===== config.mk =====
export PLATFORM = sky130hd
export DESIGN_NAME = debug_trigger_trace_control
export DESIGN_NICKNAME = d
export VERILOG_FILES = /design/src/design/debug_trig_pkg.sv /design/src/design/debug_trigger_trace_control.sv
export SDC_FILE = /design/constraint.sdc
export NUM_CORES = 1
export LEC_CHECK = 0
export BUFFER_PORTS_ARGS = -buffer_cell sky130_fd_sc_hd__buf_2
export CAP_MARGIN = 25
export CELL_PAD_IN_SITES_DETAIL_PLACEMENT = 1
export CELL_PAD_IN_SITES_GLOBAL_PLACEMENT = 1
export CORE_UTILIZATION = 49
export DETAILED_ROUTE_END_ITERATION = 12
export GPL_TIMING_DRIVEN = 0
export PLACE_DENSITY = 0.85
export SYNTH_ARGS = -nofsm -noshare
export SYNTH_HDL_FRONTEND = slang
export SYNTH_SLANG_ARGS = --single-unit

===== constraint.sdc =====
create_clock -name clk -period 3.2 [get_ports clk]
set_input_delay 0.32 -clock clk [delete_from_list [all_inputs] [get_ports clk]]
set_output_delay 0.32 -clock clk [all_outputs]
set_load 0.05 [all_outputs]

===== src/design/debug_trig_pkg.sv =====
// Constants and types shared by the debug trigger and trace control block
package debug_trig_pkg;

	// Register offsets on the plain register port
	localparam logic [1:0] ADDR_CONTROL = 2'h0;
	localparam logic [1:0] ADDR_STATUS = 2'h1;
	localparam logic [1:0] ADDR_FIFO = 2'h2;

	// Trace store geometry
	localparam int FIFO_DEPTH = 8;
	localparam int CNT_W = 4;
	localparam int DATA_W = 8;

	// Reset values
	localparam logic [7:0] CONTROL_RESET = 8'h00;
	localparam logic [7:0] READ_IDLE = 8'h00;

	// Status register field positions
	localparam int ST_AF_POS = 7;
	localparam int ST_BF_POS = 6;
	localparam int ST_RUN_ACTIVE_FLAG_POS = 5;
	localparam int ST_RSVD_POS = 4;
	localparam int ST_CNT_MSB = 3;

	// Trace mode latched at arming
	localparam logic TRACE_END = 1'b0;
	localparam logic TRACE_BEGIN = 1'b1;

	// Control register layout, bit 7 first
	typedef struct packed {
		logic module_enable;
		logic arm;
		logic tag_select;
		logic break_request_enable;
		logic cmp_a_dir_value;
		logic cmp_a_dir_qualify;
		logic cmp_b_dir_value;
		logic cmp_b_dir_qualify;
	} debug_control_s;

	// One observed CPU bus cycle with its comparator hits
	typedef struct packed {
		logic valid;
		logic is_read;
		logic cmp_a_hit;
		logic cmp_b_hit;
		logic [DATA_W-1:0] word;
	} bus_mon_s;

	// Run sequencer, Gray coded along idle, pre, post
	typedef enum logic [1:0] {
		ST_IDLE = 2'b00,
		ST_PRE = 2'b01,
		ST_POST = 2'b11
	} run_state_e;

endpackage


===== src/design/debug_trigger_trace_control.sv =====
// Debug trigger, trace store and break request control
//
// Function
// - Control register accessible at all times
// - Bit 7 enables module; blocked while secured
// - Arm write sets arm, flag; run clears
// - Writing arm or enable zero ends run
// - Bit 5 picks tag or force break
// - Bit 4 lets triggers request CPU break
// - End trace breaks on qualified trigger
// - Begin trace breaks when FIFO fills
// - Break timing set only by trace mode
// - Bits 3:2 qualify comparator A direction
// - Bits 1:0 qualify comparator B direction
// - Status bit 7 records A match
// - Status bit 6 records B match
// - Status bit 5 mirrors arm while enabled
// - Run ends on full or trigger
// - Count cleared at start, holds words
// - Count does not drop on reads
// - Status register ignores all writes
`timescale 1ns/1ns
`default_nettype none

module debug_trigger_trace_control
	import debug_trig_pkg::*;
#(
	parameter int DEPTH = FIFO_DEPTH
) (
	input wire logic clk,
	input wire logic rst_b,
	input wire logic [1:0] reg_addr,
	input wire logic [7:0] reg_wdata,
	input wire logic reg_wr,
	input wire logic reg_rd,
	output var logic [7:0] reg_rdata,
	input wire logic mcu_secure,
	input wire logic begin_trace,
	input wire bus_mon_s bus_mon,
	output var logic break_req,
	output var logic break_tag,
	output var logic run_armed
);

	localparam int PTR_W = $clog2(DEPTH);
	localparam logic [CNT_W-1:0] CNT_FULL = CNT_W'(DEPTH);
	localparam logic [CNT_W-1:0] CNT_LAST = CNT_W'(DEPTH - 1);

	// Direction qualifier shared by both comparators
	function automatic logic dir_ok(
		input logic hit,
		input logic is_read,
		input logic dir_value,
		input logic dir_qualify
	);
		dir_ok = hit & (~dir_qualify | (is_read == dir_value));
	endfunction

	// Reset synchroniser
	// Clear is immediate; release waits two edges so no flop sees a runt
	logic rst_meta_q;
	logic rst_sync_q;
	wire logic rst_n;

	always_ff @(posedge clk or negedge rst_b) begin
		if (!rst_b) begin
			rst_meta_q <= 1'b0;
			rst_sync_q <= 1'b0;
		end else begin
			rst_meta_q <= 1'b1;
			rst_sync_q <= rst_meta_q;
		end
	end

	assign rst_n = rst_sync_q;

	// State registers
	debug_control_s ctrl_q;
	debug_control_s ctrl_d;
	run_state_e state_q;
	run_state_e state_d;
	logic mode_q;
	logic mode_d;
	logic af_q;
	logic af_d;
	logic bf_q;
	logic bf_d;
	logic [CNT_W-1:0] cnt_q;
	logic [CNT_W-1:0] cnt_d;
	logic [PTR_W-1:0] wptr_q;
	logic [PTR_W-1:0] wptr_d;
	logic [PTR_W-1:0] rptr_q;
	logic [PTR_W-1:0] rptr_d;
	logic [DATA_W-1:0] mem_q [DEPTH];
	logic brk_q;
	logic tag_q;
	logic [7:0] rdata_q;
	logic [7:0] rdata_d;

	// Register port decode
	wire logic wr_ctrl;
	wire logic rd_status;
	wire logic rd_ctrl;
	wire logic rd_fifo;
	wire debug_control_s wctl;

	assign wr_ctrl = reg_wr & (reg_addr == ADDR_CONTROL);
	assign rd_ctrl = reg_rd & (reg_addr == ADDR_CONTROL);
	assign rd_status = reg_rd & (reg_addr == ADDR_STATUS);
	assign rd_fifo = reg_rd & (reg_addr == ADDR_FIFO);
	assign wctl = debug_control_s'(reg_wdata);

	// Enable and arm requests from a control write
	wire logic en_next;
	wire logic start_run;
	wire logic stop_run;

	assign en_next = wr_ctrl ? (wctl.module_enable & ~mcu_secure) : ctrl_q.module_enable;
	assign start_run = wr_ctrl & wctl.arm & en_next & ~ctrl_q.arm;
	assign stop_run = wr_ctrl & ctrl_q.arm & (~wctl.arm | ~en_next);

	// Comparator qualification, only counted while armed
	// Hits outside a run are ignored so the flags cover this run only
	wire logic armed;
	wire logic hit_a;
	wire logic hit_b;
	wire logic trigger;

	assign armed = (state_q != ST_IDLE);
	assign hit_a = armed & bus_mon.valid & dir_ok(bus_mon.cmp_a_hit, bus_mon.is_read,
		ctrl_q.cmp_a_dir_value, ctrl_q.cmp_a_dir_qualify);
	assign hit_b = armed & bus_mon.valid & dir_ok(bus_mon.cmp_b_hit, bus_mon.is_read,
		ctrl_q.cmp_b_dir_value, ctrl_q.cmp_b_dir_qualify);
	assign trigger = hit_a | hit_b;

	// Which bus cycles are written into the trace store
	wire logic store;
	wire logic in_pre;
	wire logic in_post;

	assign in_pre = (state_q == ST_PRE);
	assign in_post = (state_q == ST_POST);
	assign store = bus_mon.valid & ((in_pre & ((mode_q == TRACE_END) | trigger)) | in_post);

	// Run completion: full in begin trace, trigger in end trace
	// A manual stop in the same cycle wins, so no break is raised
	wire logic fill_done;
	wire logic trig_done;
	wire logic run_done;

	assign fill_done = store & (mode_q == TRACE_BEGIN) & (cnt_q == CNT_LAST);
	assign trig_done = in_pre & trigger & (mode_q == TRACE_END);
	assign run_done = (fill_done | trig_done) & ~stop_run;

	// Break requests follow completion, trace mode only decides when
	wire logic brk_fire;

	assign brk_fire = run_done & ctrl_q.break_request_enable;

	// Sequencer next state
	// Trace mode is latched at arming so a later level change is ignored
	always_comb begin
		state_d = state_q;
		mode_d = mode_q;
		case (state_q)
			ST_IDLE: begin
				if (start_run) begin
					state_d = ST_PRE;
					mode_d = begin_trace;
				end
			end
			ST_PRE: begin
				if (stop_run | trig_done) begin
					state_d = ST_IDLE;
				end else if (trigger & (mode_q == TRACE_BEGIN)) begin
					state_d = fill_done ? ST_IDLE : ST_POST;
				end
			end
			ST_POST: begin
				if (stop_run | fill_done) begin
					state_d = ST_IDLE;
				end
			end
			default: begin
				state_d = ST_IDLE;
			end
		endcase
	end

	// Control register next value
	// Enable cannot be set while secured; clearing it is always allowed
	always_comb begin
		ctrl_d = ctrl_q;
		if (wr_ctrl) begin
			ctrl_d.tag_select = wctl.tag_select;
			ctrl_d.break_request_enable = wctl.break_request_enable;
			ctrl_d.cmp_a_dir_value = wctl.cmp_a_dir_value;
			ctrl_d.cmp_a_dir_qualify = wctl.cmp_a_dir_qualify;
			ctrl_d.cmp_b_dir_value = wctl.cmp_b_dir_value;
			ctrl_d.cmp_b_dir_qualify = wctl.cmp_b_dir_qualify;
		end
		ctrl_d.module_enable = en_next;
		if (start_run) begin
			ctrl_d.arm = 1'b1;
		end else if (stop_run | run_done) begin
			ctrl_d.arm = 1'b0;
		end
	end

	// Match flags: cleared at arming, sticky until the next run
	always_comb begin
		af_d = af_q;
		bf_d = bf_q;
		if (start_run) begin
			af_d = 1'b0;
			bf_d = 1'b0;
		end
		if (hit_a) begin
			af_d = 1'b1;
		end
		if (hit_b) begin
			bf_d = 1'b1;
		end
	end

	// Write pointer and valid word count, saturating at the depth
	// The count stops at the depth while the pointer keeps wrapping
	wire logic [PTR_W-1:0] wptr_inc;
	wire logic [CNT_W-1:0] cnt_inc;

	assign wptr_inc = PTR_W'(wptr_q + 1'b1);
	assign cnt_inc = (cnt_q == CNT_FULL) ? cnt_q : CNT_W'(cnt_q + 1'b1);

	always_comb begin
		wptr_d = wptr_q;
		cnt_d = cnt_q;
		if (start_run) begin
			wptr_d = '0;
			cnt_d = '0;
		end else if (store) begin
			wptr_d = wptr_inc;
			cnt_d = cnt_inc;
		end
	end

	// Oldest slot once the store has wrapped, counting this cycle's store
	wire logic wrapped;
	wire logic [PTR_W-1:0] oldest;

	assign wrapped = (cnt_d == CNT_FULL);
	assign oldest = store ? wptr_inc : wptr_q;

	// Read pointer: oldest word after a wrapped run, else slot zero
	always_comb begin
		rptr_d = rptr_q;
		if (start_run) begin
			rptr_d = '0;
		end else if ((run_done | stop_run) & wrapped) begin
			rptr_d = oldest;
		end else if (rd_fifo) begin
			rptr_d = PTR_W'(rptr_q + 1'b1);
		end
	end

	// Status image; bit 4 is held at zero
	// Count stays live during a run and holds after it ends
	logic [7:0] status_word;

	always_comb begin
		status_word = 8'h00;
		status_word[ST_AF_POS] = af_q;
		status_word[ST_BF_POS] = bf_q;
		status_word[ST_RUN_ACTIVE_FLAG_POS] = ctrl_q.arm & ctrl_q.module_enable;
		status_word[ST_RSVD_POS] = 1'b0;
		status_word[ST_CNT_MSB:0] = cnt_q;
	end

	// Read data selection, unmapped offsets answer zero
	always_comb begin
		rdata_d = READ_IDLE;
		if (rd_ctrl) begin
			rdata_d = ctrl_q;
		end else if (rd_status) begin
			rdata_d = status_word;
		end else if (rd_fifo) begin
			rdata_d = mem_q[rptr_q];
		end
	end

	// Control and sequencer flip-flops
	always_ff @(posedge clk or negedge rst_n) begin
		if (!rst_n) begin
			ctrl_q <= debug_control_s'(CONTROL_RESET);
			state_q <= ST_IDLE;
			mode_q <= TRACE_END;
		end else begin
			ctrl_q <= ctrl_d;
			state_q <= state_d;
			mode_q <= mode_d;
		end
	end

	// Status flags and count; no write path reaches them
	always_ff @(posedge clk or negedge rst_n) begin
		if (!rst_n) begin
			af_q <= 1'b0;
			bf_q <= 1'b0;
			cnt_q <= '0;
		end else begin
			af_q <= af_d;
			bf_q <= bf_d;
			cnt_q <= cnt_d;
		end
	end

	// Trace store pointers
	always_ff @(posedge clk or negedge rst_n) begin
		if (!rst_n) begin
			wptr_q <= '0;
			rptr_q <= '0;
		end else begin
			wptr_q <= wptr_d;
			rptr_q <= rptr_d;
		end
	end

	// Trace store words, one writer per slot
	// Each slot has its own process so every word has a single driver
	for (genvar g = 0; g < DEPTH; g++) begin : gen_slot
		wire logic slot_we;

		assign slot_we = store & (wptr_q == PTR_W'(g));

		always_ff @(posedge clk or negedge rst_n) begin
			if (!rst_n) begin
				mem_q[g] <= '0;
			end else if (slot_we) begin
				mem_q[g] <= bus_mon.word;
			end
		end
	end

	// Break request pulse with its type
	// The type bit is low whenever no request stands
	always_ff @(posedge clk or negedge rst_n) begin
		if (!rst_n) begin
			brk_q <= 1'b0;
			tag_q <= 1'b0;
		end else begin
			brk_q <= brk_fire;
			tag_q <= brk_fire & ctrl_q.tag_select;
		end
	end

	// Read data register, valid only in the cycle after the strobe
	// Software must take the word in that cycle; it reads zero after
	always_ff @(posedge clk or negedge rst_n) begin
		if (!rst_n) begin
			rdata_q <= READ_IDLE;
		end else begin
			rdata_q <= rdata_d;
		end
	end

	// Outputs straight from flip-flops
	assign reg_rdata = rdata_q;
	assign break_req = brk_q;
	assign break_tag = tag_q;
	assign run_armed = ctrl_q.arm;

endmodule

`default_nettype wire


# Yosys cells after proc, flatten, opt, wreduce, memory -nomap -nowiden
# Index checks and enable logic that the tools add are counted.
[word_totals]
out_inout_bits = 11
in_bits = 28
word_cells = 141
register_bits = 99
[op_classes]
eq_ne = 19
n_lt_le_gt_ge = 1
n_bitwise = 54
add_sub_neg = 3
reduce_logical = 10
mux = 26
[ops]
columns = ["cell", "n"]
rows = [
  ["$mux W8", 5],
  ["$and A1 B1 Y1", 35],
  ["$bmux W8 S3", 1],
  ["$mux W3", 5],
  ["$eq A3 B3 Y1 const B", 4],
  ["$mux W4", 3],
  ["$mux W2", 5],
  ["$or A1 B1 Y1", 10],
  ["$eq A4 B4 Y1 const B", 2],
  ["$not A1 Y1", 8],
  ["$reduce_bool A2 Y1", 4],
  ["$add A3 B1 Y3 const B", 2],
  ["$eq A3 B2 Y1 const B", 2],
  ["$mux W1", 6],
  ["$pmux W2 S3", 1],
  ["$add A4 B1 Y4 const B", 1],
  ["$eq A2 B1 Y1 const B", 2],
  ["$eq A2 B2 Y1 const B", 2],
  ["$eq A4 B3 Y1 const B", 1],
  ["$ge A4 B4 Y1 const B", 1],
  ["$logic_not A2 Y1", 2],
  ["$not A3 Y4", 1],
  ["$eq A3 B1 Y1 const B", 1],
  ["$logic_not A3 Y1", 1],
  ["7 further kinds", 8],
]

# Logic depth before layout (Yosys ltp)
# Gate-level depths: netlist of the first run.
[logic_depth]
depth_word = 17
mapped_depth = 8
mapped_depth_nobuf = 7

# Worst setup path after synthesis of the first run
# No wires, ideal clock.
[synth_timing]
path_kind = "reg2reg"
start = "register ctrl_q[3] (netlist bit)"
end = "register rptr_q[0]"
t_arrival_ps = 1860
setup_slack_ps = 1261
path_stages_with_launch = 7
synth_period_minus_slack_ps = 1939
required_ps = 3121
path_cell_list = "dfrtp_1 -> xnor2_1 -> o21ai_2 -> a41oi_4 -> a2111o_1 -> a221oi_4 -> mux2i_1"
[synth_between]
elab_chain_len = 17
word_cells_on_any_way = 24
[synth_lines]
columns = ["item", "line_no", "rtl"]
rows = [
  ["start, declared", "debug_trigger_trace_control.sv:78", "debug_control_s ctrl_q;"],
  ["start signal, assigned", "debug_trigger_trace_control.sv:293", "ctrl_q <= debug_control_s'(CONTROL_RESET);"],
  ["start signal, assigned", "debug_trigger_trace_control.sv:297", "ctrl_q <= ctrl_d;"],
  ["$eq A1 B1 Y1 *", "debug_trigger_trace_control.sv:56", "dir_ok = hit & (~dir_qualify | (is_read == dir_value));"],
  ["$or A1 B1 Y1 *", "debug_trigger_trace_control.sv:56", ""],
  ["$and A1 B1 Y1 *", "debug_trigger_trace_control.sv:56", ""],
  ["$and A1 B1 Y1 *", "debug_trigger_trace_control.sv:130", "assign hit_a = armed & bus_mon.valid & dir_ok(bus_mon.cmp_a_hit, bus_mon.is_read,"],
  ["$or A1 B1 Y1 *", "debug_trigger_trace_control.sv:134", "assign trigger = hit_a | hit_b;"],
  ["$or A1 B1 Y1", "debug_trigger_trace_control.sv:143", "assign store = bus_mon.valid & ((in_pre & ((mode_q == TRACE_END) | trigger)) | in_post);"],
  ["$and A1 B1 Y1", "debug_trigger_trace_control.sv:143", ""],
  ["$or A1 B1 Y1", "debug_trigger_trace_control.sv:143", ""],
  ["$and A1 B1 Y1", "debug_trigger_trace_control.sv:143", ""],
  ["$and A1 B1 Y1 (2 in series)", "debug_trigger_trace_control.sv:151", "assign fill_done = store & (mode_q == TRACE_BEGIN) & (cnt_q == CNT_LAST);"],
  ["$or A1 B1 Y1", "debug_trigger_trace_control.sv:153", "assign run_done = (fill_done | trig_done) & ~stop_run;"],
  ["$and A1 B1 Y1", "debug_trigger_trace_control.sv:153", ""],
  ["$or A1 B1 Y1", "debug_trigger_trace_control.sv:258", "end else if ((run_done | stop_run) & wrapped) begin"],
  ["$and A1 B1 Y1", "debug_trigger_trace_control.sv:258", ""],
  ["$mux W3", "debug_trigger_trace_control.sv:258", ""],
  ["$mux W3", "debug_trigger_trace_control.sv:256", "if (start_run) begin"],
  ["end signal, assigned", "debug_trigger_trace_control.sv:323", "rptr_q <= rptr_d;"],
  ["end, declared", "debug_trigger_trace_control.sv:92", "logic [PTR_W-1:0] rptr_q;"],
]
# Every way passes the cells marked *; elsewhere a longest branch is shown, timed or not.
# A chain may end at the register's enable or synchronous reset.

# Worst setup path in the final report of the first run
[layout_timing]
start = "register rptr_q[1]"
end = "register rdata_q[2] (netlist: reg_rdata[2])"
[layout_between]
elab_chain_len = 7
[layout_lines]
columns = ["item", "line_no", "rtl"]
rows = [
  ["$not A3 Y4 (not written as such)", "debug_trigger_trace_control.sv:286", "rdata_d = mem_q[rptr_q];"],
  ["$bmux W8 S3", "debug_trigger_trace_control.sv:286", ""],
  ["$mux W8 (not written as such) (2 in series)", "debug_trigger_trace_control.sv:286", ""],
  ["$mux W8", "debug_trigger_trace_control.sv:285", "end else if (rd_fifo) begin"],
  ["$mux W8", "debug_trigger_trace_control.sv:283", "end else if (rd_status) begin"],
  ["$mux W8", "debug_trigger_trace_control.sv:281", "if (rd_ctrl) begin"],
  ["via rdata_d[2]", "debug_trigger_trace_control.sv:98", "logic [7:0] rdata_d;"],
  ["end signal, assigned", "debug_trigger_trace_control.sv:361", "rdata_q <= rdata_d;"],
  ["end, declared", "debug_trigger_trace_control.sv:97", "logic [7:0] rdata_q;"],
]
# The timed path passes the listed nets, and every way through them passes these cells. The select of a mux whose other input is x is not followed.

==> impl_metrics.ini, run 1 <==
[finish]
nets = 443
synthToLayoutAreaGrowth_pct = 12.36
drive_gt1_share_pct = 33.33
antenna_cells = 0
layout_common_cells = 98 x dfrtp_1, 44 x mux2_2, 39 x buf_2
fillers = 965
final_util_pct = 57.17
final_common_cell = dfrtp_1

[clock_network]
h-tree-depth = 3
cts.sinks = 99
cts_tree = yes
clock_latency_ns = 0.38
clockBufferDepth = 2
root_buffer = clkbuf_8
cts_buffers = 9
cts_setup_buffers = 0
clk_pin_slew_ns = 0.10

[power_and_ir_drop]
powerDensity_nw_per_um2 = 783.3
finalPower_mw = 4.177
p_leak_nw = 2.541
vdd_drop_max_mv = 0.3897

[sta]
rsz0062_at_grt = false
hold_viol = 0
worst_pin_slew_ns = 0.8163
setup_viol = 0
finClkSkew_ns = 0.01583
maxSlewViolCount = 0
fin_crit_sh_pct = 77.23
hold_ws_ns = 0.1428
finalCriticalPeriod_ns = 2.471
max-slew-margin-rel_pct = 45.46
fmax_ghz = 0.4046

[worst_setup_path]
worst-r2r-cell-count = 6
rrSetupSlack_ns = 0.73
endpoint_kind = flip-flop
critical_path_class = flip-flop to flip-flop
start_kind = flip-flop
r2r-start = rptr_q[1]
cp_max_fo = 10
worst_r2r_endpoint = reg_rdata[2]
arrival_ns = 2.74
cp.required_ns = 3.46

[global_route]
grt.overflow.total = 0
first_global_vias = 3435
grt_max_degree = 65
grtUsageTotal_pct = 25.66
grt_pass1_wl_mm = 18.75
antenna_found_initial = 0

[drt]
avgRoutedWirePerCell_um = 21.18
vias = 3014
routed_wl_mm = 11.44
viasPerCell = 5.581
dr.first_iter.drc_count = 141
antenna_left = 0
dr.pass1.iters = 4
drc = 0

[die]
design.die.area_um2 = 10080
initial_utilization_pct = 50.88
core_area_um2 = 9328
rows = 35
pin_count = 39
die_h_um = 100.4
die_x_um = 100.4

[worst_hold_path]
min_to = ctrl_q[4]
worstHoldPathCells = 3
hold_class = primary input to flip-flop
min_from = reg_wdata[4]

[yosys]
ys.warnings.count = 0
synth-edff-count = 0
syn-cell-area_um2 = 4746
synth_fp_nets = 392
yosysUniqueCellTypes = 47
synth-async-reset-ratio_pct = 100.0
synth_cells = 355
ys_seq_elements = 99
ys.flop_type = dfrtp_1
ys_seq_area_share_pct = 52.20
avgSynthCellArea_um2 = 13.37

[placed_design]
gp_congestion = 0.7852
dpl.hpwl_mm = 7.855
io_buffer_count = 38

[status]
status = complete, no violations

[run]
maxCapViolCount = 0
==> flip-flops by register name, indices dropped and copies added, names as in the netlist <==
register    count
mode_q          1
ctrl_q          7
state_q         2
mem_q          64
run_armed       1
rptr_q          3
wptr_q          3
af_q            1
break_req       1
rst_n           1
break_tag       1
bf_q            1
reg_rdata       8
rst_meta_q      1
cnt_q           4
==> report_power, final <==
part	switching, mW	internal, mW
sequential	0.298	1.66
clock	0.489	0.304
combinational	0.709	0.714
total	1.50	2.68
==> cell usage after synthesis (2+ instances only) <==
library cell | count | area [um2]
a21oi_1 | 8 | 40.04
nand2_1 | 33 | 123.9
inv_1 | 11 | 41.29
buf_1 | 2 | 7.510
nand3b_1 | 2 | 15.01
nor3_1 | 2 | 10.01
mux4_2 | 16 | 360.4
mux2_1 | 21 | 236.5
dfrtp_1 | 99 | 2477
o22a_1 | 7 | 61.31
mux2_2 | 44 | 495.5
a2111oi_0 | 2 | 17.52
o21ai_2 | 2 | 17.52
o21ai_0 | 8 | 40.04
nor3b_1 | 2 | 15.01
and3_2 | 3 | 22.52
ha_1 | 9 | 112.6
nand3_2 | 3 | 30.03
a211oi_1 | 3 | 22.52
buf_6 | 3 | 33.78
clkbuf_1 | 6 | 22.52
nand4_1 | 2 | 12.51
xnor2_1 | 5 | 43.79
a21o_1 | 2 | 15.01
mux2i_1 | 19 | 190.2
nor2_1 | 20 | 75.07
==> critical path: stages (launching register included) <==
cell      delay, ns
dfrtp_1        0.36
clkbuf_1       0.51
buf_1          0.54
mux4_2         0.40
mux2i_1        0.32
o22a_1         0.20
nor2_1         0.04
==> cells by family after synthesis <==
logic type	count (synthesis)	share of synthesized area (%)
AO/OA/AOI/OAI	37	6.222
XOR/XNOR	5	0.9227
adder cells (fa/ha/maj)	9	2.373
buffers and inverters	27	3.216
flip-flops	99	52.20
multiplexers	100	27.02
other	1	0.07902
AND/OR/NAND/NOR	77	7.962
==> through the flow <==
step | std cells | setup WS, ns | area (um2) | TNS [ns]
finish | 540 | 0.7287 | 5333 | 0
global placement | 522 | -0.7527 | 5097 | -72.53
global route | 540 | 0.6291 | 5333 | 0
CTS | 540 | 0.7565 | 5333 | 0
floorplan | 355 | 0.2381 | 4746 | 0
detailed placement | 523 | 0.8110 | 5129 | 0
==> worst max-delay path by stage <==
stage / to / slack, ns / from
3_5_place_dp: reg_rdata[2] / 0.81 / rptr_q[1]
2_1_floorplan: af_q / 0.24 / rst_n
6_report: reg_rdata[2] / 0.73 / rptr_q[1]
5_1_grt: reg_rdata[2] / 0.63 / rptr_q[1]
4_1_cts: reg_rdata[2] / 0.76 / rptr_q[1]
3_3_place_gp: mode_q / -0.75 / rst_n
==> per-layer routing <==
metal | part of all wire [%] | vias up | track usage (%)
met5 | 0 | - | 0
met4 | 1.9 | 0 | 9.476
met3 | 3.1 | 15 | 5.223
met2 | 54 | 68 | 45.89
met1 | 41 | 1555 | 30.56
li1 | - | 1376 | -
==> layout make-up <==
cell class | count | area [um2] | share of cell area [%]
buffer | 15 | 107.6 | 2.018
clock buffer | 9 | 123.9 | 2.323
clock inverter | 7 | 70.07 | 1.314
inverter | 12 | 45.04 | 0.8447
multi-input combinational | 229 | 2116 | 39.68
sequential | 99 | 2481 | 46.53
tap | 129 | 161.4 | 3.027
timing repair buffer | 40 | 227.7 | 4.270
==> repair_timing <==
action,in CTS,in global routing
endpoints found under the hold margin,2,0
hold buffers,1,0
gates resized for setup,0,0
Note: power is estimated with default switching activity, not from simulation.
==> run 2: changes to the inputs <==
Settings changed: CORE_UTILIZATION 49 to 44, PLACE_DENSITY 0.85 to 0.81.
Clock period 3.2 ns to 2.2 ns, I/O delays scaled along.
==> impl_metrics.ini, run 2 (synthesis gave the netlist of run 1 again) <==
[worst_hold_path]
hold_class = primary input to flip-flop

[clock_network]
cts_buffers = 9
clockBufferDepth = 2
cts.sinks = 99
root_buffer = clkbuf_8
h-tree-depth = 3
cts_tree = yes
clk_pin_slew_ns = 0.10
clock_latency_ns = 0.37

[worst_setup_path]
cp.required_ns = 2.49
crit_family = compound AO/OA/AOI/OAI gates
start_kind = flip-flop
cp_max_fo = 8
crit_buf_inv = 0
critical_path_class = flip-flop to flip-flop
endpoint_kind = flip-flop
cp_slowest_stage_delay_ns = 0.49
cp_cell_sequence = xnor2_2, o21ai_2, a41oi_4, a2111o_1, a221oi_4, mux2i_1
cp_slowest_cell = a2111o_1
arrival_ns = 2.51

[sta]
finalCriticalPeriod_ns = 2.226
finClkSkew_ns = 0.01047
max-slew-margin-rel_pct = 43.60
hold_ws_ns = 0.04364
hold_viol = 0
rsz0062_at_grt = true
fin_crit_sh_pct = 101.2
fin_ws_ns = -0.02627
maxSlewViolCount = 0
fmax_ghz = 0.4492
tns_ns = -0.03499
setup_viol = 2
worst_pin_slew_ns = 0.8442

[die]
pin_count = 39
die_h_um = 105.9
rows = 37
design.die.area_um2 = 11210
core_area_um2 = 10370
die_x_um = 105.9
initial_utilization_pct = 45.76

[power_and_ir_drop]
clkPwrFrac_pct = 19.5
p_leak_nw = 2.581
power_frac_comb_pct = 34.2
pwr-share-seq_pct = 46.4
p_int_mw = 4.045
powerDensity_nw_per_um2 = 1130
vdd_drop_max_mv = 0.7425
netSwitchingPower_mw = 2.083
finalPower_mw = 6.128
switching_share_pct = 33.99

[global_route]
grt_max_degree = 64
antenna_found_initial = 0
grt_pass1_wl_mm = 18.26
first_global_vias = 3363
grt.overflow.total = 0
grtUsageTotal_pct = 21.90

[finish]
synthToLayoutAreaGrowth_pct = 14.26
drive_gt1_share_pct = 35.59
final_util_pct = 52.29
nets = 446
stdcell_count = 549
final_common_cell = dfrtp_1
top_register = mem_q
layout_common_cells = 98 x dfrtp_1, 44 x mux2_2, 39 x buf_2
largest_register_ffs = 64
antenna_cells = 0

[drt]
dr.first_iter.drc_count = 93
antenna_left = 0
avgRoutedWirePerCell_um = 19.88
drc = 0
vias = 3035
dr.pass1.iters = 4
routed_wl_mm = 10.91
viasPerCell = 5.528

[placed_design]
gp_congestion = 0.7986
io_buffer_count = 38
dp.cells = 530
dpl.hpwl_mm = 7.492

[status]
violations = negative setup slack
status = complete, but fails checks

[run]
maxCapViolCount = 0
run 2: changes by cell type in the layout (fill, tap and decap cells not counted), sizes merged:
cell / change
buf: +5
bufinv: +1
clkbuf: -1
clkinv: -2
clkinvlp: +1
inv: -2
run 2: cell type report:
| type | instances | area (um2) |
|---|---|---|
| fill | 1092 | 4947 |
| sequential | 99 | 2481 |
| multi-input combinational | 229 | 2152 |
| timing repair buffer | 46 | 272.8 |
| tap | 136 | 170.2 |
| clock buffer | 10 | 137.6 |
| buffer | 12 | 101.3 |
| clock inverter | 5 | 62.56 |
| inverter | 12 | 45.04 |
run 2: worst register-to-register path: cells and delay by family, from the launching register on:
| kind | cells | cell delay [ns] |
|---|---|---|
| DFF | 1 | 0.44 |
| muxes | 1 | 0.24 |
| AOI/OAI and AO/OA | 4 | 1.31 |
| xor gates and xnor gates | 1 | 0.15 |
run 2: metrics by stage:
stage,cell area [um2],worst slack [ns]
floorplan,4747,0.2607
global placement,5107,-0.1264
detailed placement,5137,-0.1363
CTS,5366,0.01335
global route,5423,-0.1289
finish,5423,-0.02627
run 2: power groups by stage:
stage | registers [mW] | clock network [mW] | logic, mW
floorplan | 2.84 | 0 | 1.48
global placement | 2.82 | 0 | 1.93
detailed placement | 2.85 | 0 | 2.03
CTS | 2.85 | 1.23 | 2.09
global route | 2.93 | 1.30 | 2.29
finish | 2.84 | 1.19 | 2.10
run 2: timing repair:
item / 4_1_cts / 5_1_grt
hold buffers: 1 / 0
gates resized for setup: 7 / 4
endpoints found under the setup margin: 62 / 39
hold endpoints to repair: 2 / 0
pin swaps: 1 / 5
setup buffers: 0 / 6
run 2: worst paths after layout:
path | from | endpoint | slack [ns] | cells past startpoint
setup / recovery | ctrl_q[1] | rptr_q[1] | -0.03 | 6
hold / removal | reg_wdata[4] | ctrl_q[4] | 0.04 | 3
setup reg to reg | ctrl_q[1] | rptr_q[1] | -0.03 | 6
hold reg to reg | rst_n | mem_q[23] | 0.29 | 0
max in group asynchronous | rst_n | ctrl_q[2] | 1.23 | 1
min in group asynchronous | rst_b | rst_n | 0.16 | 2
run 2: metal layers:
| layer | vias up | wire (um) | GRT usage (%) |
|---|---|---|---|
| met5 | - | 0 | 0 |
| li1 | 1391 | - | - |
| met2 | 62 | 5550 | 36.79 |
| met1 | 1569 | 4813 | 27.87 |
| met3 | 13 | 358 | 5.628 |
| met4 | 0 | 191 | 6.448 |
==> run 3: changes to the inputs <==
Settings changed: SKIP_LAST_GASP set to 1.
==> impl_metrics.ini, run 3 (synthesis gave the netlist of run 1 again) <==
[clock_network]
clock_latency_ns = 0.37
h-tree-depth = 3
clk_pin_slew_ns = 0.10
root_buffer = clkbuf_8
cts_buffers = 9
cts.sinks = 99
clockBufferDepth = 2
cts_tree = yes

[worst_setup_path]
worst-r2r-cell-count = 6
cp_max_fo = 8
cp_slowest_cell = a2111o_1
worst_r2r_endpoint = rptr_q[1]
rrSetupSlack_ns = -0.08
path_depth = 6
start_kind = flip-flop
endpoint_kind = flip-flop
critical_path_class = flip-flop to flip-flop
crit_buf_inv = 0
cp_slowest_stage_delay_ns = 0.49
critPathCapture = rptr_q[1]
r2r-start = ctrl_q[1]
cp_cell_sequence = xnor2_2, o21ai_2, a41oi_4, a2111o_1, a221oi_4, mux2i_1
crit_family = compound AO/OA/AOI/OAI gates
cp.required_ns = 2.49
arrival_ns = 2.57
cp-startpoint = ctrl_q[1]

[global_route]
grt.overflow.total = 0
first_global_vias = 3363
grt_pass1_wl_mm = 18.26
antenna_found_initial = 0
grt_max_degree = 64
grtUsageTotal_pct = 21.90

[sta]
fmax_ghz = 0.4378
worst_pin_slew_ns = 0.8272
finalCriticalPeriod_ns = 2.284
setup_viol = 3
finClkSkew_ns = 0.009955
max-slew-margin-rel_pct = 44.73
fin_crit_sh_pct = 103.8
rsz0062_at_grt = true
hold_ws_ns = 0.04491
tns_ns = -0.1990
fin_ws_ns = -0.08426
maxSlewViolCount = 0
hold_viol = 0

[drt]
routed_wl_mm = 11.10
dr.first_iter.drc_count = 87
dr.pass1.iters = 4
drc = 0
vias = 3032
antenna_left = 0
avgRoutedWirePerCell_um = 20.22
viasPerCell = 5.523

[worst_hold_path]
hold_class = primary input to flip-flop

[placed_design]
preCtsSetupSlack_ns = -0.1363
dpl_cell_area_um2 = 5137
gp_congestion = 0.7986
dp.cells = 530
io_buffer_count = 38
dpl.hpwl_mm = 7.492

[finish]
final_util_pct = 52.46
top_register = mem_q
multiInputGateArea_um2 = 2172
drive_gt1_share_pct = 36.08
synthToLayoutAreaGrowth_pct = 14.63
largest_register_ffs = 64
fillers = 1086
nets = 446
final_common_cell = dfrtp_1
antenna_cells = 0
seqCellArea_um2 = 2481
stdcell_count = 549
postLayoutCellArea_um2 = 5440
layout_common_cells = 98 x dfrtp_1, 44 x mux2_2, 40 x buf_2

[die]
initial_utilization_pct = 45.76
rows = 37
die_h_um = 105.9
core_area_um2 = 10370
pin_count = 39
design.die.area_um2 = 11210
die_x_um = 105.9

[power_and_ir_drop]
finalPower_mw = 6.143
p_leak_nw = 2.587
vdd_drop_max_mv = 0.7419
powerDensity_nw_per_um2 = 1129

[status]
violations = negative setup slack
status = complete, but fails checks

[run]
maxCapViolCount = 0
-- run 3: changes by cell type in the layout (fill, tap and decap cells not counted), sizes merged --
cell    before  now
buf         51   52
clkbuf      15   14
-- run 3: worst reg2reg max path, delay by kind of cell, from the launching register on --
| family | cells | cell delay (ns) |
|---|---|---|
| multiplexers | 1 | 0.24 |
| XOR/XNOR | 1 | 0.17 |
| AO/OA/AOI/OAI | 4 | 1.36 |
| flip-flops | 1 | 0.44 |
-- run 3: worst min-delay path by stage --
stage | startpoint | endpoint | depth (start not counted)
2_1_floorplan | rst_b | rst_meta_q | 0
3_3_place_gp | rst_b | rst_meta_q | 1
3_5_place_dp | rst_b | rst_meta_q | 1
4_1_cts | reg_wdata[1] | ctrl_q[1] | 3
5_1_grt | reg_wdata[1] | ctrl_q[1] | 3
6_report | reg_wdata[4] | ctrl_q[4] | 3
-- run 3: repair_timing --
action	in CTS	in global routing
gates resized for setup	7	6
hold buffers	1	0
pin swaps	0	6
hold endpoints to repair	2	0
setup endpoints to repair	62	39
setup buffers	0	6
gates cloned	0	0
-- run 3: routing by layer --
metal  up-vias  wire length [um]  global-route usage, %
li1       1389                 -                      -
met1      1564              4922                  27.87
met2        64              5636                  36.79
met3        15               340                  5.628
met4         0               201                  6.448
met5         -                 0                      0
-- run 3: layout make-up --
class | instances | share of cell area [%]
sequential | 99 | 45.61
multi-input combinational | 229 | 39.93
timing repair buffer | 46 | 5.014
tap | 136 | 3.128
clock buffer | 10 | 2.530
buffer | 12 | 1.817
clock inverter | 5 | 1.150
inverter | 12 | 0.8280
-- run 3: where the power goes --
group | switching, mW | total (mW) | internal [mW]
combinational | 1.04 | 2.11 | 1.07
sequential | 0.423 | 2.84 | 2.42
clock | 0.632 | 1.19 | 0.559
total | 2.09 | 6.14 | 4.05
